===== config.mk =====
export PLATFORM = sky130hd
export DESIGN_NAME = csl_regs
export DESIGN_NICKNAME = d
export VERILOG_FILES = /design/src/core/csl_pkg.sv /design/src/core/csl_pick.sv /design/src/core/csl_regs.sv
export VERILOG_INCLUDE_DIRS = /design/src /design/src/core
export SDC_FILE = /design/constraint.sdc
export NUM_CORES = 1
export LEC_CHECK = 0
export BUFFER_PORTS_ARGS = -buffer_cell sky130_fd_sc_hd__clkbuf_2
export CORE_ASPECT_RATIO = 0.6
export CORE_MARGIN = 3
export CORE_UTILIZATION = 45
export CTS_CLUSTER_DIAMETER = 80
export DETAILED_ROUTE_END_ITERATION = 7
export HOLD_SLACK_MARGIN = 0.06
export PLACE_DENSITY_LB_ADDON = 0.1
export SETUP_SLACK_MARGIN = 0.15
export SYNTH_ARGS = -nofsm -noshare
export SYNTH_HDL_FRONTEND = slang
export SYNTH_HIERARCHICAL = 1
export SYNTH_SLANG_ARGS = --single-unit

===== constraint.sdc =====
create_clock -name aclk -period 2.65 [get_ports aclk]
set_clock_uncertainty 0.2 [all_clocks]
set_input_delay 0.1325 -clock aclk [delete_from_list [all_inputs] [get_ports aclk]]
set_output_delay 0.1325 -clock aclk [all_outputs]
set_load 0.05 [all_outputs]

===== src/core/csl_cfg.svh =====
`ifndef CSL_CFG_SVH
`define CSL_CFG_SVH

// ==========================================================
// Register byte addresses
`define CSL_ADDR_DEVCFG 6'h00
`define CSL_ADDR_LOCK 6'h04
`define CSL_ADDR_SWRST 6'h08
`define CSL_ADDR_PROG 6'h0C
`define CSL_ADDR_GPIN 6'h10

// ==========================================================
// Device configuration fields
`define CSL_SEL0_LSB 0
`define CSL_SEL1_LSB 4
`define CSL_SEL2_LSB 8
`define CSL_SEL_W 4
`define CSL_DEVCFG_RST 32'h0000_0210
`define CSL_SEL_ZERO 4'hE
`define CSL_SEL_ONE 4'hF
`define CSL_SEL_MAXPIN 4'h6

// ==========================================================
// Lock and software reset fields
`define CSL_LOCK_BIT 0
`define CSL_LOCK_RST 1'b0
`define CSL_SWRST_MASK 16'h0C1F
`define CSL_SWRST_RST 16'h0000
`define CSL_SW_SPREAD 11
`define CSL_SW_XSW 10
`define CSL_SW_FREQ 4
`define CSL_SW_ST 3
`define CSL_SW_PPM 2
`define CSL_SW_LOS1 1
`define CSL_SW_LOS0 0

// ==========================================================
// Bus answers
`define CSL_RESP_OKAY 2'h0
`define CSL_RESP_SLVERR 2'h2

`endif


===== src/core/csl_pkg.sv =====
package csl_pkg;

  // Sub-block reset levels
  typedef struct packed {
    logic spread_engine_reset;
    logic first_high_perf_divider_reset;
    logic second_high_perf_divider_reset;
    logic crystal_switch_reset;
    logic output_freq_watch_reset;
    logic crystal_short_term_watch_reset;
    logic crystal_drift_watch_reset;
    logic [1:0] crystal_signal_loss_watch_reset;
  } csl_resets_t;

  // Write side state
  typedef enum logic [2:0] {
    WR_IDLE = 3'b001,
    WR_HAVE = 3'b010,
    WR_RESP = 3'b100
  } csl_wr_state_t;

endpackage


===== src/core/csl_pick.sv =====
`timescale 1ns/100ps
`include "csl_cfg.svh"

// ==========================================================
// One configuration select source picker
module csl_pick (
  input wire logic [3:0] code, // Source selection code
  input wire logic [6:0] pins, // General-purpose pin levels
  output logic bit_out // Chosen select bit
);

  // Pin 0..6, constant 0 or 1, anything else reads as 0
  always_comb begin
    if (code == `CSL_SEL_ONE) begin
      bit_out = 1'b1;
    end else if (code == `CSL_SEL_ZERO) begin
      bit_out = 1'b0;
    end else if (code <= `CSL_SEL_MAXPIN) begin
      bit_out = pins[code[2:0]];
    end else begin
      bit_out = 1'b0;
    end
  end

endmodule


===== src/core/csl_regs.sv =====
`timescale 1ns/100ps
`include "csl_cfg.svh"

module csl_regs (
  input wire logic aclk, // Clock, 10 MHz
  input wire logic aresetn, // Synchronous reset, active low
  input wire logic por_n, // Power-on reset, active low
  input wire logic [6:0] gp_pins, // General-purpose pin levels
  input wire logic [5:0] s_axi_awaddr, // Write address
  input wire logic s_axi_awvalid, // Write address valid
  output logic s_axi_awready, // Write address ready
  input wire logic [31:0] s_axi_wdata, // Write data
  input wire logic [3:0] s_axi_wstrb, // Write byte strobes
  input wire logic s_axi_wvalid, // Write data valid
  output logic s_axi_wready, // Write data ready
  output logic [1:0] s_axi_bresp, // Write response
  output logic s_axi_bvalid, // Write response valid
  input wire logic s_axi_bready, // Write response ready
  input wire logic [5:0] s_axi_araddr, // Read address
  input wire logic s_axi_arvalid, // Read address valid
  output logic s_axi_arready, // Read address ready
  output logic [31:0] s_axi_rdata, // Read data
  output logic [1:0] s_axi_rresp, // Read response
  output logic s_axi_rvalid, // Read data valid
  input wire logic s_axi_rready, // Read data ready
  output logic [2:0] cfg_select, // Static configuration select bits
  output csl_pkg::csl_resets_t blk_resets, // Sub-block reset levels
  output logic prog_go, // Programming start pulse
  output logic prog_refused // Programming refused pulse
);

  // ==========================================================
  // Register state
  logic [31:0] devcfg_q;
  logic lock_q;
  logic [15:0] swrst_q;
  logic prog_seen_q;
  logic prog_ref_seen_q;
  csl_pkg::csl_wr_state_t wst_q;
  logic aw_have_q;
  logic w_have_q;
  logic [5:0] awaddr_q;
  logic [31:0] wdata_q;
  logic [3:0] wstrb_q;
  logic do_write;
  logic [2:0] pick;
  logic [31:0] swrst_merged;

  // Byte-lane merge of a write into an old value
  function automatic logic [31:0] merge(input logic [31:0] old, input logic [31:0] nw,
                                         input logic [3:0] strb);
    logic [31:0] res;
    res = old;
    for (int i = 0; i < 4; i++) begin
      if (strb[i]) begin
        res[i*8 +: 8] = nw[i*8 +: 8];
      end
    end
    return res;
  endfunction

  // Known address check, shared by both sides
  function automatic logic mapped(input logic [5:0] a);
    return a == `CSL_ADDR_DEVCFG || a == `CSL_ADDR_LOCK || a == `CSL_ADDR_SWRST ||
           a == `CSL_ADDR_PROG || a == `CSL_ADDR_GPIN;
  endfunction

  // ==========================================================
  // Write address and data capture, either order
  always_ff @(posedge aclk) begin
    if (!aresetn) begin
      aw_have_q <= 1'b0;
      w_have_q <= 1'b0;
      awaddr_q <= 6'h00;
      wdata_q <= 32'h0000_0000;
      wstrb_q <= 4'h0;
    end else if (do_write) begin
      aw_have_q <= 1'b0;
      w_have_q <= 1'b0;
    end else begin
      if (s_axi_awvalid && s_axi_awready) begin
        aw_have_q <= 1'b1;
        awaddr_q <= s_axi_awaddr;
      end
      if (s_axi_wvalid && s_axi_wready) begin
        w_have_q <= 1'b1;
        wdata_q <= s_axi_wdata;
        wstrb_q <= s_axi_wstrb;
      end
    end
  end

  assign do_write = aw_have_q && w_have_q && wst_q != csl_pkg::WR_RESP;

  // Ready while that half has not yet been taken
  always_ff @(posedge aclk) begin
    if (!aresetn) begin
      s_axi_awready <= 1'b0;
      s_axi_wready <= 1'b0;
    end else begin
      s_axi_awready <= !aw_have_q && !(s_axi_awvalid && s_axi_awready) &&
                       wst_q != csl_pkg::WR_RESP && !do_write;
      s_axi_wready <= !w_have_q && !(s_axi_wvalid && s_axi_wready) &&
                      wst_q != csl_pkg::WR_RESP && !do_write;
    end
  end

  // ==========================================================
  // Write response sequencing
  always_ff @(posedge aclk) begin
    if (!aresetn) begin
      wst_q <= csl_pkg::WR_IDLE;
      s_axi_bvalid <= 1'b0;
      s_axi_bresp <= `CSL_RESP_OKAY;
    end else begin
      unique case (wst_q)
        csl_pkg::WR_IDLE, csl_pkg::WR_HAVE: begin
          if (do_write) begin
            wst_q <= csl_pkg::WR_RESP;
            s_axi_bvalid <= 1'b1;
            s_axi_bresp <= mapped(awaddr_q) ? `CSL_RESP_OKAY : `CSL_RESP_SLVERR;
          end else if (aw_have_q || w_have_q) begin
            wst_q <= csl_pkg::WR_HAVE;
          end
        end
        csl_pkg::WR_RESP: begin
          if (s_axi_bready) begin
            wst_q <= csl_pkg::WR_IDLE;
            s_axi_bvalid <= 1'b0;
          end
        end
        default: begin
          wst_q <= csl_pkg::WR_IDLE;
          s_axi_bvalid <= 1'b0;
        end
      endcase
    end
  end

  // ==========================================================
  // Device configuration register
  always_ff @(posedge aclk) begin
    if (!aresetn) begin
      devcfg_q <= `CSL_DEVCFG_RST;
    end else if (do_write && awaddr_q == `CSL_ADDR_DEVCFG) begin
      devcfg_q <= merge(devcfg_q, wdata_q, wstrb_q);
    end
  end

  // Lock: set by one, cleared only by power-on reset
  always_ff @(posedge aclk) begin
    if (!por_n) begin
      lock_q <= `CSL_LOCK_RST;
    end else if (do_write && awaddr_q == `CSL_ADDR_LOCK && wstrb_q[0] &&
                 wdata_q[`CSL_LOCK_BIT]) begin
      lock_q <= 1'b1;
    end
  end

  // Byte-lane merge of a write into the software reset word
  assign swrst_merged = merge({16'h0000, swrst_q}, wdata_q, wstrb_q);

  // Software reset levels, reserved bits kept zero
  always_ff @(posedge aclk) begin
    if (!aresetn) begin
      swrst_q <= `CSL_SWRST_RST;
    end else if (do_write && awaddr_q == `CSL_ADDR_SWRST) begin
      swrst_q <= swrst_merged[15:0] & `CSL_SWRST_MASK;
    end
  end

  // ==========================================================
  // Programming request, refused while locked
  always_ff @(posedge aclk) begin
    if (!aresetn) begin
      prog_go <= 1'b0;
      prog_refused <= 1'b0;
    end else begin
      prog_go <= do_write && awaddr_q == `CSL_ADDR_PROG && wstrb_q[0] && wdata_q[0] &&
                 !lock_q;
      prog_refused <= do_write && awaddr_q == `CSL_ADDR_PROG && wstrb_q[0] &&
                      wdata_q[0] && lock_q;
    end
  end

  // Sticky record of the last attempt, replaced by a fresh attempt
  always_ff @(posedge aclk) begin
    if (!aresetn) begin
      prog_seen_q <= 1'b0;
      prog_ref_seen_q <= 1'b0;
    end else if (prog_go || prog_refused) begin
      prog_seen_q <= prog_go;
      prog_ref_seen_q <= prog_refused;
    end
  end

  // ==========================================================
  // Configuration select pickers
  genvar g;
  generate
    for (g = 0; g < 3; g++) begin : g_pick
      csl_pick u_pick (
        .code(devcfg_q[g*`CSL_SEL_W +: `CSL_SEL_W]),
        .pins(gp_pins),
        .bit_out(pick[g])
      );
    end
  endgenerate

  // Registered select and reset outputs
  always_ff @(posedge aclk) begin
    if (!aresetn) begin
      cfg_select <= 3'h0;
      blk_resets <= '0;
    end else begin
      cfg_select <= pick;
      blk_resets.spread_engine_reset <= swrst_q[`CSL_SW_SPREAD];
      blk_resets.first_high_perf_divider_reset <= swrst_q[`CSL_SW_SPREAD];
      blk_resets.second_high_perf_divider_reset <= swrst_q[`CSL_SW_SPREAD];
      blk_resets.crystal_switch_reset <= swrst_q[`CSL_SW_XSW];
      blk_resets.output_freq_watch_reset <= swrst_q[`CSL_SW_FREQ];
      blk_resets.crystal_short_term_watch_reset <= swrst_q[`CSL_SW_ST];
      blk_resets.crystal_drift_watch_reset <= swrst_q[`CSL_SW_PPM];
      blk_resets.crystal_signal_loss_watch_reset <=
        {swrst_q[`CSL_SW_LOS1], swrst_q[`CSL_SW_LOS0]};
    end
  end

  // ==========================================================
  // Read channel: one cycle to answer, held until taken
  always_ff @(posedge aclk) begin
    if (!aresetn) begin
      s_axi_arready <= 1'b0;
      s_axi_rvalid <= 1'b0;
      s_axi_rdata <= 32'h0000_0000;
      s_axi_rresp <= `CSL_RESP_OKAY;
    end else if (s_axi_rvalid) begin
      if (s_axi_rready) begin
        s_axi_rvalid <= 1'b0;
        s_axi_arready <= 1'b1;
      end
    end else if (s_axi_arvalid && s_axi_arready) begin
      s_axi_arready <= 1'b0;
      s_axi_rvalid <= 1'b1;
      s_axi_rresp <= mapped(s_axi_araddr) ? `CSL_RESP_OKAY : `CSL_RESP_SLVERR;
      unique case (s_axi_araddr)
        `CSL_ADDR_DEVCFG: s_axi_rdata <= devcfg_q;
        `CSL_ADDR_LOCK: s_axi_rdata <= {31'h0000_0000, lock_q};
        `CSL_ADDR_SWRST: s_axi_rdata <= {16'h0000, swrst_q};
        `CSL_ADDR_PROG: s_axi_rdata <= {30'h0000_0000, prog_ref_seen_q, prog_seen_q};
        `CSL_ADDR_GPIN: s_axi_rdata <= {22'h00_0000, cfg_select, gp_pins};
        default: s_axi_rdata <= 32'h0000_0000;
      endcase
    end else begin
      s_axi_arready <= 1'b1;
    end
  end

endmodule


==> results.ini <==
[yosys]
syn_area_mm2 = 0.00544
synthDistinctLibCells = 50
synth_edf_count = 0
synth_ff_type = dfxtp_1
yosysWarnings = 6
ys_seq_area_share_pct = 51.6
netlist.area_leader.share_pct = 51.6
synth_largest_area_cell = dfxtp_1
ys_async_sr_fraction_pct = 0
postSynthCellCount = 574
synth-seq-cells = 140
synthTopCellsByArea = dfxtp_1, mux2i_1, nand2_1
avgSynthCellArea_um2 = 9.47

[clock_tree]
ctsRootBufferMaster = clkbuf_16
post_cts_buffers = 0
cts_buffers = 17
cts_max_level = 4
clk_transition_reported_paths_ps = 60
clockBufferDepth = 2
cts_tree = built
insertion_delay_ps = 410
clock_sinks = 140

[floorplan]
dieArea_mm2 = 0.0135
fp.dieW_um = 148
pin_count = 118
start_util_pct = 47.2
num_rows = 30
dieHeight_um = 91.1
coreArea_mm2 = 0.0115

[setup_path]
rrSetupSlack_ps = 380
path_max_fanout = 10
reg2reg_to = wdata_q[28]
startpoint_type = flop
crit_arrival_ps = 2350
path_class = reg2reg
crit_end = wdata_q[28]
reg2reg_depth = 5
required_ps = 2730
crit_start = w_have_q
endpoint_kind = flop
r2r_start = w_have_q

[timing]
setup_viol = 0
slew_headroom_pct = 50.5
maxSlewViolCount = 0
post-route-min-period_ps = 2270
hold_viol_final = 0
timing.final.ws_setup_ps = 380
tightest_slew_ps = 737
rsz0062_at_grt = false
fmax_mhz = 440
final.period_utilization_pct = 85.7
tns_ps = 0

[grt]
grt_remaining_overflow = 0
grt_usage_pct = 22.2
grt_pass1_vias = 4647
grt_antenna_before_repair = 0
grt_pass1_wl_um = 23800
grt_max_degree = 110

[place]
dp_hpwl_um = 10000
detailed_place.area_mm2 = 0.00616
gp_congestion = 0.823
dp.cells = 825
place_ws_ps = 531
io_buffer_count = 115

[cells_and_area]
nets = 806
final_common_cell = dfxtp_1
post_layout_nonfiller_instances = 916
final_cell_mix = dfxtp_1, clkbuf_2, nand2_1, nor2_1, dlygate4sd3_1
drive_above_1_share_pct = 23.8
area_delta_synth_final_pct = 35.2
final_area_mm2 = 0.00735
n_antenna_cell = 0

[hold_path]
hp-class = in2reg

[routing]
first_iter_violations = 319
drtPass1Iterations = 5
num_vias = 4766
ant_nets = 0
drc_errors = 0
via_per_inst = 5.20
wire_per_inst_um = 16.1
wl_um = 14800

[power]
ir_worst_vdd_mv = 0.472
powerDensity_mw_per_mm2 = 682
total_power_uw = 5010
power.leakage_uw = 0.00289

[status]
status = finished, final reports clean

[job]
maxCapViolCount = 0

metal layers:
metal  up-vias  GRT usage, %  share of wire, %
li1       2332             -                 -
met1      2250          32.1                50
met2       164          32.3                42
met3        20          6.63               7.2
met4         0          5.84               1.2
met5         -             0                 0
what timing repair did:
action,CTS,global route
hold buffers,59,0
gates resized for setup,0,0
endpoints found under the hold margin,63,0
cell families (layout without fill, tap and decap cells):
family          count (synthesis)  count (layout)  share of synthesized area [%]
other cells                     1               2                         0.0690
xor+xnor                        1               1                          0.161
simple gates                  226             226                           20.5
compound gates                 99              99                           11.6
mux                            64              64                           12.6
flops                         140             140                           51.6
buf+inv                        43             224                           3.55
Yosys cell counts (all sizes together), types with 3 or more instances:
library cell / n
nor3: 11
mux2i: 57
nor2: 78
o21ai: 11
clkbuf: 22
inv: 5
nand3: 3
and2: 11
mux4: 3
or2: 4
mux2: 4
nand2: 88
o211ai: 4
a222oi: 3
buf: 16
a22oi: 20
dfxtp: 140
nor4: 9
or3: 3
a21oi: 45
a22o: 4
or4b: 4
nand4bb: 3
critical path, stage by stage, from the launching register on:
cell and delay [ps]:
dfxtp_1 400, nand2_1 380, o211a_1 440, nand2_1 90, dlygate4sd3_1 550, a21oi_1 60
worst min path at each step:
stage	end	from	cells after the start
2_1_floorplan	lock_q	por_n	1
3_3_place_gp	lock_q	por_n	2
3_5_place_dp	lock_q	por_n	2
4_1_cts	s_axi_rdata[0]	s_axi_arvalid	3
5_1_grt	s_axi_rdata[0]	s_axi_arvalid	3
6_report	s_axi_rdata[0]	s_axi_arvalid	3
metrics by stage:
stage          hold slack (ps)  util, %
3_5_place_dp               137     53.4
4_1_cts                   66.0     63.8
5_1_grt                    113     63.8
6_report                  86.7     63.8
2_1_floorplan             50.2        -
3_3_place_gp               137     53.4
state kept, by name, indices dropped and copies added (netlist names), 3 cells and up:
register     cells
awaddr_q         6
blk_resets       7
cfg_select       3
devcfg_q        32
s_axi_rdata     32
swrst_q          7
wdata_q         32
wst_q            3
wstrb_q          4
report_power, final:
part | internal [uW] | switching, uW
Combinational | 169 | 229
Clock | 1490 | 929
Sequential | 2150 | 43.0
Total | 3810 | 1200
cell type report:
class                   count  area, um^2
multi-input cells         392        2450
flip-flops and latches    140        2800
well taps                 160         200
repair buffers            187        1280
fillers                   973        4180
clock buffers              19         433
inverters                   5        20.0
clock inverters            13         166
No activity file was read; power rests on OpenSTA's default activity.
